## config.mk

```make
export PLATFORM = sky130hd
export DESIGN_NAME = pcd_detector
export DESIGN_NICKNAME = d
export VERILOG_FILES = /design/src/verilog/pcd_pkg.sv /design/src/verilog/pcd_edge_detect.sv /design/src/verilog/pcd_flag_bank.sv /design/src/verilog/pcd_detector.sv
export SDC_FILE = /design/constraint.sdc
export NUM_CORES = 1
export LEC_CHECK = 0
export BUFFER_PORTS_ARGS = -buffer_cell sky130_fd_sc_hd__buf_4
export CAP_MARGIN = 25
export CORE_ASPECT_RATIO = 0.6
export CORE_MARGIN = 2
export CORE_UTILIZATION = 55
export DETAILED_ROUTE_END_ITERATION = 12
export GPL_TIMING_DRIVEN = 0
export PLACE_DENSITY = 0.86
export SLEW_MARGIN = 20
export SYNTH_ARGS = -nofsm -noshare
export SYNTH_HDL_FRONTEND = slang
export SYNTH_SLANG_ARGS = --single-unit
```

## constraint.sdc

```tcl
create_clock -name ref_clk -period 2.32 [get_ports ref_clk]
set_input_delay 0.348 -clock ref_clk [delete_from_list [all_inputs] [get_ports ref_clk]]
set_output_delay 0.348 -clock ref_clk [all_outputs]
set_load 0.02 [all_outputs]
```

## src/verilog/pcd_pkg.sv

```systemverilog
// constants and state types for the pin edge change detector
package pcd_pkg;

    localparam int          PCD_ADDR_W        = 4;
    localparam int          PCD_DATA_W        = 8;
    localparam int          PCD_VLD_W         = 3;

    // register offsets
    localparam logic [3:0]  PCD_OFF_B_RISE    = 4'h0;
    localparam logic [3:0]  PCD_OFF_B_FALL    = 4'h1;
    localparam logic [3:0]  PCD_OFF_B_FLAGS   = 4'h2;
    localparam logic [3:0]  PCD_OFF_C_RISE    = 4'h3;
    localparam logic [3:0]  PCD_OFF_C_FALL    = 4'h4;
    localparam logic [3:0]  PCD_OFF_C_FLAGS   = 4'h5;
    localparam logic [3:0]  PCD_OFF_CTRL      = 4'h6;
    localparam logic [3:0]  PCD_OFF_EVT_STAT  = 4'h7;
    localparam logic [3:0]  PCD_OFF_EVT_MASK  = 4'h8;

    // field positions
    localparam int          PCD_CTRL_IRQ_EN   = 0;
    localparam int          PCD_EVT_B         = 0;
    localparam int          PCD_EVT_C         = 1;
    localparam int          PCD_EVT_W         = 2;

    // reset values and implemented-bit masks
    localparam logic [7:0]  PCD_REG_RST       = 8'h00;
    localparam logic [7:0]  PCD_B_IMPL        = 8'hf0;
    localparam logic [7:0]  PCD_NONE_IMPL     = 8'h00;
    localparam logic [7:0]  PCD_C_IMPL_LARGE  = 8'hff;
    localparam logic [7:0]  PCD_C_IMPL_SMALL  = 8'h3f;
    localparam logic [1:0]  PCD_EVT_RST       = 2'h0;

    typedef struct packed {
        logic [7:0] b_rise;
        logic [7:0] b_fall;
        logic [7:0] c_rise;
        logic [7:0] c_fall;
        logic       irq_en;
        logic [1:0] evt_status;
        logic [1:0] evt_mask;
        logic [7:0] rd_data;
        logic       summary;
        logic       change_irq;
        logic       wake;
        logic       irq;
    } pcd_main_st_t;

endpackage

```

## src/verilog/pcd_edge_detect.sv

```systemverilog
// pin synchroniser and edge detector for one port
module pcd_edge_detect
    import pcd_pkg::*;
#(
    parameter int WIDTH = 8
)
(
    input  wire logic             ref_clk,
    input  wire logic             resetn,
    input  wire logic             clk_en,
    input  wire logic [WIDTH-1:0] pins,
    output logic      [WIDTH-1:0] rise,
    output logic      [WIDTH-1:0] fall
);

    typedef struct packed {
        logic [WIDTH-1:0]     s1;
        logic [WIDTH-1:0]     s2;
        logic [WIDTH-1:0]     prev;
        logic [PCD_VLD_W-1:0] vld;
    } pcd_edge_st_t;

    pcd_edge_st_t st_reg;
    pcd_edge_st_t st_next;

    if (WIDTH < 1)
    begin : g_bad_width
        $error("pcd_edge_detect: WIDTH must be at least 1");
    end

    always_comb
    begin
        st_next = st_reg;
        if (clk_en)
        begin
            st_next.s1   = pins;
            st_next.s2   = st_reg.s1;
            st_next.prev = st_reg.s2;
            st_next.vld  = {st_reg.vld[PCD_VLD_W-2:0], 1'b1};
        end
    end

    always_ff @(posedge ref_clk or negedge resetn)
    begin
        if (!resetn)
            st_reg <= '0;
        else
            st_reg <= st_next;
    end

    // no edge is reported until prev holds a real sample, so a pin high at reset is not a rise
    assign rise = st_reg.vld[PCD_VLD_W-1] ? (st_reg.s2 & ~st_reg.prev) : '0;
    assign fall = st_reg.vld[PCD_VLD_W-1] ? (~st_reg.s2 & st_reg.prev) : '0;
endmodule

```

## src/verilog/pcd_flag_bank.sv

```systemverilog
// sticky per-pin change flags, hardware set, software clear by writing zero
module pcd_flag_bank
    import pcd_pkg::*;
#(
    parameter int         WIDTH = 8,
    parameter logic [7:0] IMPL  = 8'hff
)
(
    input  wire logic             ref_clk,
    input  wire logic             resetn,
    input  wire logic             clk_en,
    input  wire logic [WIDTH-1:0] set_vec,
    input  wire logic             clr_wr,
    input  wire logic [WIDTH-1:0] clr_data,
    output logic      [WIDTH-1:0] flags
);

    typedef struct packed {
        logic [WIDTH-1:0] flags;
    } pcd_flag_st_t;

    pcd_flag_st_t st_reg;
    pcd_flag_st_t st_next;

    if (WIDTH != PCD_DATA_W)
    begin : g_bad_width
        $error("pcd_flag_bank: WIDTH must equal the register width");
    end

    always_comb
    begin
        st_next = st_reg;
        if (clk_en)
        begin
            // a write of one keeps a flag, never sets it; a detected edge wins over the clear
            if (clr_wr)
                st_next.flags = st_reg.flags & clr_data;
            st_next.flags = (st_next.flags | set_vec) & IMPL[WIDTH-1:0];
        end
    end

    always_ff @(posedge ref_clk or negedge resetn)
    begin
        if (!resetn)
            st_reg <= '0;
        else
            st_reg <= st_next;
    end

    assign flags = st_reg.flags;
endmodule

```

## src/verilog/pcd_detector.sv

```systemverilog
// pin edge change detector top: enables, flags, summary, wake and event interrupt
module pcd_detector
    import pcd_pkg::*;
#(
    parameter int LARGE_VARIANT = 1
)
(
    input  wire logic                  ref_clk,
    input  wire logic                  resetn,
    input  wire logic                  clk_en,
    input  wire logic [7:0]            port_b_pin,
    input  wire logic [7:0]            port_c_pin,
    input  wire logic                  sleep_mode,
    input  wire logic [PCD_ADDR_W-1:0] reg_addr,
    input  wire logic [PCD_DATA_W-1:0] reg_wdata,
    input  wire logic                  reg_wr,
    input  wire logic                  reg_rd,
    output logic      [PCD_DATA_W-1:0] reg_rdata,
    output logic                       change_summary_flag,
    output logic                       change_irq_request,
    output logic                       wake_request,
    output logic                       irq
);

    localparam logic [7:0] B_IMPL = (LARGE_VARIANT != 0) ? PCD_B_IMPL : PCD_NONE_IMPL;
    localparam logic [7:0] C_IMPL = (LARGE_VARIANT != 0) ? PCD_C_IMPL_LARGE : PCD_C_IMPL_SMALL;

    if (LARGE_VARIANT != 0 && LARGE_VARIANT != 1)
    begin : g_bad_variant
        $error("pcd_detector: LARGE_VARIANT must be 0 or 1");
    end

    function automatic logic hit(input logic [PCD_ADDR_W-1:0] addr, input logic [3:0] off);
        hit = (addr == off);
    endfunction

    pcd_main_st_t    st_reg;
    pcd_main_st_t    st_next;

    logic [7:0]      b_rise_hit;
    logic [7:0]      b_fall_hit;
    logic [7:0]      c_rise_hit;
    logic [7:0]      c_fall_hit;
    logic [7:0]      b_set;
    logic [7:0]      c_set;
    logic [7:0]      b_flags;
    logic [7:0]      c_flags;
    logic            b_flags_wr;
    logic            c_flags_wr;

    pcd_edge_detect #(
        .WIDTH (8)
    ) u_edge_b (
        .ref_clk (ref_clk),
        .resetn  (resetn),
        .clk_en  (clk_en),
        .pins    (port_b_pin),
        .rise    (b_rise_hit),
        .fall    (b_fall_hit)
    );

    pcd_edge_detect #(
        .WIDTH (8)
    ) u_edge_c (
        .ref_clk (ref_clk),
        .resetn  (resetn),
        .clk_en  (clk_en),
        .pins    (port_c_pin),
        .rise    (c_rise_hit),
        .fall    (c_fall_hit)
    );

    // detection does not look at the interrupt enable; only the request does
    assign b_set = ((b_rise_hit & st_reg.b_rise) | (b_fall_hit & st_reg.b_fall)) & B_IMPL;
    assign c_set = ((c_rise_hit & st_reg.c_rise) | (c_fall_hit & st_reg.c_fall)) & C_IMPL;

    assign b_flags_wr = reg_wr && hit(reg_addr, PCD_OFF_B_FLAGS);
    assign c_flags_wr = reg_wr && hit(reg_addr, PCD_OFF_C_FLAGS);

    pcd_flag_bank #(
        .WIDTH (8),
        .IMPL  (B_IMPL)
    ) u_flags_b (
        .ref_clk  (ref_clk),
        .resetn   (resetn),
        .clk_en   (clk_en),
        .set_vec  (b_set),
        .clr_wr   (b_flags_wr),
        .clr_data (reg_wdata),
        .flags    (b_flags)
    );

    pcd_flag_bank #(
        .WIDTH (8),
        .IMPL  (C_IMPL)
    ) u_flags_c (
        .ref_clk  (ref_clk),
        .resetn   (resetn),
        .clk_en   (clk_en),
        .set_vec  (c_set),
        .clr_wr   (c_flags_wr),
        .clr_data (reg_wdata),
        .flags    (c_flags)
    );

    logic [7:0] b_flags_next;
    logic [7:0] c_flags_next;
    logic [1:0] evt_raise;

    // the flag banks' next values, mirrored so summary outputs line up with the flag registers
    always_comb
    begin
        b_flags_next = b_flags;
        c_flags_next = c_flags;
        if (b_flags_wr)
            b_flags_next = b_flags & reg_wdata;
        if (c_flags_wr)
            c_flags_next = c_flags & reg_wdata;
        b_flags_next = (b_flags_next | b_set) & B_IMPL;
        c_flags_next = (c_flags_next | c_set) & C_IMPL;
    end

    assign evt_raise = {(c_set != 8'h00), (b_set != 8'h00)};

    always_comb
    begin
        st_next = st_reg;
        if (clk_en)
        begin
            if (reg_wr)
            begin
                if (hit(reg_addr, PCD_OFF_B_RISE))
                    st_next.b_rise = reg_wdata & B_IMPL;
                if (hit(reg_addr, PCD_OFF_B_FALL))
                    st_next.b_fall = reg_wdata & B_IMPL;
                if (hit(reg_addr, PCD_OFF_C_RISE))
                    st_next.c_rise = reg_wdata & C_IMPL;
                if (hit(reg_addr, PCD_OFF_C_FALL))
                    st_next.c_fall = reg_wdata & C_IMPL;
                if (hit(reg_addr, PCD_OFF_CTRL))
                    st_next.irq_en = reg_wdata[PCD_CTRL_IRQ_EN];
                if (hit(reg_addr, PCD_OFF_EVT_MASK))
                    st_next.evt_mask = reg_wdata[PCD_EVT_W-1:0];
            end

            // read data stands for the single cycle after the read strobe
            st_next.rd_data = PCD_REG_RST;
            if (reg_rd)
            begin
                case (reg_addr)
                    PCD_OFF_B_RISE:   st_next.rd_data = st_reg.b_rise;
                    PCD_OFF_B_FALL:   st_next.rd_data = st_reg.b_fall;
                    PCD_OFF_B_FLAGS:  st_next.rd_data = b_flags;
                    PCD_OFF_C_RISE:   st_next.rd_data = st_reg.c_rise;
                    PCD_OFF_C_FALL:   st_next.rd_data = st_reg.c_fall;
                    PCD_OFF_C_FLAGS:  st_next.rd_data = c_flags;
                    PCD_OFF_CTRL:     st_next.rd_data = {7'h00, st_reg.irq_en};
                    PCD_OFF_EVT_STAT: st_next.rd_data = {6'h00, st_reg.evt_status};
                    PCD_OFF_EVT_MASK: st_next.rd_data = {6'h00, st_reg.evt_mask};
                    default:          st_next.rd_data = PCD_REG_RST;
                endcase
            end

            // event status clears on read, but a new event in the same cycle stays
            if (reg_rd && hit(reg_addr, PCD_OFF_EVT_STAT))
                st_next.evt_status = PCD_EVT_RST;
            st_next.evt_status = st_next.evt_status | evt_raise;

            st_next.summary    = |{b_flags_next, c_flags_next};
            st_next.change_irq = st_next.summary && st_next.irq_en;
            // wake is only asked for in sleep; the flags are registered on the same edge
            st_next.wake       = st_next.change_irq && sleep_mode;
            st_next.irq        = |(st_next.evt_status & st_next.evt_mask);
        end
    end

    always_ff @(posedge ref_clk or negedge resetn)
    begin
        if (!resetn)
            st_reg <= '0;
        else
            st_reg <= st_next;
    end

    assign reg_rdata           = st_reg.rd_data;
    assign change_summary_flag = st_reg.summary;
    assign change_irq_request  = st_reg.change_irq;
    assign wake_request        = st_reg.wake;
    assign irq                 = st_reg.irq;
endmodule

```

==> flow_summary.json <==
{
  "routed-via-count": 3284,
  "regArea_um2": 2300,
  "cp_slowest_cell": "or4_4",
  "cp_top_family": "simple AND/OR/NAND/NOR gates",
  "status": "finished, final reports clean",
  "core_um2": 7820,
  "antenna_left": 0,
  "finalWorstSetupSlack_ns": 0.0363,
  "final_common_cell": "dfrtp_1",
  "synth_area_um2": 4390,
  "cp_max_fo": 10,
  "wire_per_inst_um": 19.3,
  "pre_cts_ws_ns": -0.489,
  "synth-edff-count": 0,
  "antenna_found_initial": 0,
  "io_pins": 46,
  "synth-main-ff-cell": "dfrtp_1",
  "path_clk_slew_ns": 0.06,
  "dp_hpwl_mm": 7.58,
  "yosys_warnings": 0,
  "p_per_area_nw_per_um2": 846,
  "crit_type": "reg -> reg",
  "final_area_um2": 5220,
  "htreeDepth": 3,
  "synthesis.instances": 373,
  "overflow": 0,
  "ctsRootBufferMaster": "clkbuf_16",
  "clkLatencyLatePin_ns": 0.34,
  "synthesis.nets": 407,
  "min_period_ns": 2.28,
  "drv_slew": 0,
  "switching_share": 0.285,
  "async_flop_share": 1.00,
  "maxSlewHeadroom": 0.433,
  "place_congestion": 0.927,
  "power.internal_mw": 3.16,
  "clock_power_share": 0.308,
  "grt_pass1_wl_mm": 17.1,
  "setup_viol": 0,
  "drt_pass1_iterations": 5,
  "worst_pin_slew_ns": 0.846,
  "hold_class": "in -> reg",
  "grt_pass1_vias": 3167,
  "leakagePower_nw": 2.25,
  "nNetsFinal": 461,
  "ir_drop_mv": 0.574,
  "cp-end-kind": "register",
  "cts_buffers": 9,
  "placed_area_um2": 4870,
  "die-width_um": 119,
  "path_buf_inv": 1,
  "path_cells": "buf_4, nand4b_1, nand2_1, nor4_4, nand3_1, or4_4, mux2_4",
  "clock_sinks": 92,
  "io_buffers": 41,
  "num_rows": 25,
  "drc": 0,
  "maxCapViolCount": 0,
  "largest_reg_flops": 29,
  "track_usage": 0.265,
  "start_util": 0.562,
  "yosysSeqAreaShare": 0.524,
  "finClkSkew_ns": 0.00333,
  "max_stage_delay_ns": 0.53,
  "multiInputGateArea_um2": 1980,
  "drive_above_1_share": 0.343,
  "fmax_ghz": 0.438,
  "drt-total-wl_mm": 10.4,
  "antenna_cells": 0,
  "viasPerCell": 6.08,
  "clock_path_buffers": 2,
  "cts_tree": "built",
  "seqPwrFrac": 0.487,
  "finalHoldViolCount": 0,
  "fill_cells": 613,
  "netlist.area_leader.share": 0.524,
  "avgSynthCellArea_um2": 11.8,
  "grt_max_degree": 61,
  "syn_to_final_growth_pct": 18.9,
  "dieArea_um2": 8740,
  "post-route-period-util": 0.984,
  "synth-seq-cells": 92,
  "drt_iter0_drc": 346,
  "synth.area.top_cells": "dfrtp_1 (52%), mux2_2 (16%), nand4b_1 (4.4%), nand2_1 (3.4%), mux2i_1 (2.1%)",
  "final_util": 0.668,
  "ys_types": 46,
  "switchingPower_mw": 1.26,
  "start_kind": "register",
  "fp.dieH_um": 73.2,
  "p_comb_frac": 0.205,
  "required_ns": 2.55,
  "mostFrequentLayoutCells": "dfrtp_1 (91), mux2_2 (63), buf_4 (52), nand2_1 (40), nand4b_1 (22)",
  "synth_top_cell_by_area": "dfrtp_1",
  "rsz0062_at_grt": "no",
  "crit_arrival_ns": 2.51
}
## final timing paths
kind	depth (start not counted)	start	end	slack, ns
worst max-delay path	7	u_edge_c.st_reg[2]	change_summary_flag	0.04
worst min-delay path	2	port_c_pin[1]	u_edge_c.st_reg[20]	0.23
worst max register to register	7	u_edge_c.st_reg[2]	change_summary_flag	0.04
worst min register to register	1	u_edge_c.st_reg[0]	u_edge_c.st_reg[0]	0.47
max in group asynchronous	3	resetn	st_reg[27]	1.18
min in group asynchronous	2	resetn	u_edge_b.st_reg[26]	0.49
## Yosys cell counts, drive strengths merged, types with 3 or more instances
master	count
dfrtp	92
mux2	66
nand2	41
nand4b	22
o21ai	18
clkbuf	16
nor2	15
buf	11
mux2i	9
o2bb2ai	7
nand3	6
nor3	6
a21oi	5
a22oi	5
inv	5
o21a	5
a31oi	4
nand4	4
o31ai	4
mux4	3
nor2b	3
nor4	3
or4	3
## per-stage QoR
stage / hold slack (ns) / TNS [ns] / cells / power (mW)
2_1_floorplan: 0.0524 / 0 / 373 / 2.68
3_3_place_gp: 0.447 / -5.05 / 522 / 2.95
3_5_place_dp: 0.320 / -1.78 / 523 / 3.01
4_1_cts: 0.224 / 0 / 540 / 4.42
5_1_grt: 0.225 / 0 / 540 / 4.64
6_report: 0.233 / 0 / 540 / 4.42
## what timing repair did
action                                  CTS  global route
buffers inserted                          1             0
hold endpoints to repair                 32             0
hold buffers                              1             0
gates resized for setup                  10             8
pin swaps                                 1             1
endpoints found under the setup margin    5             4
## cells by family (layout without fill, tap and decap cells)
kind of cell,Yosys count,count (layout),synth area share
simple gates,112,112,0.142
mux,78,78,0.206
flops,92,92,0.524
buf+inv,32,91,0.0367
compound gates,59,59,0.0911
## power by group through the flow
| stage | Combinational, mW | Clock [mW] | Sequential, mW |
|---|---|---|---|
| final | 0.905 | 1.36 | 2.16 |
| after global routing | 0.984 | 1.46 | 2.20 |
| after CTS | 0.886 | 1.39 | 2.15 |
| after detailed placement | 0.834 | 0 | 2.18 |
| after global placement | 0.801 | 0 | 2.15 |
| after floorplan | 0.583 | 0 | 2.10 |
## per-layer routing
layer	vias to the layer above	GRT usage	routed length (um)
met5	-	0	0
met4	0	0.0967	106
met3	15	0.0805	977
met2	157	0.396	4630
met1	1627	0.372	4730
li1	1485	-	-
## area by class of cell
type                       count  area share
buffer                        26      0.0292
tap                          108      0.0259
multi-input combinational    249       0.379
clock inverter                 4     0.00455
clock buffer                  12      0.0491
timing repair buffer          44      0.0675
inverter                       5     0.00359
sequential                    92       0.441
Note: power is estimated with default switching activity, not from simulation.
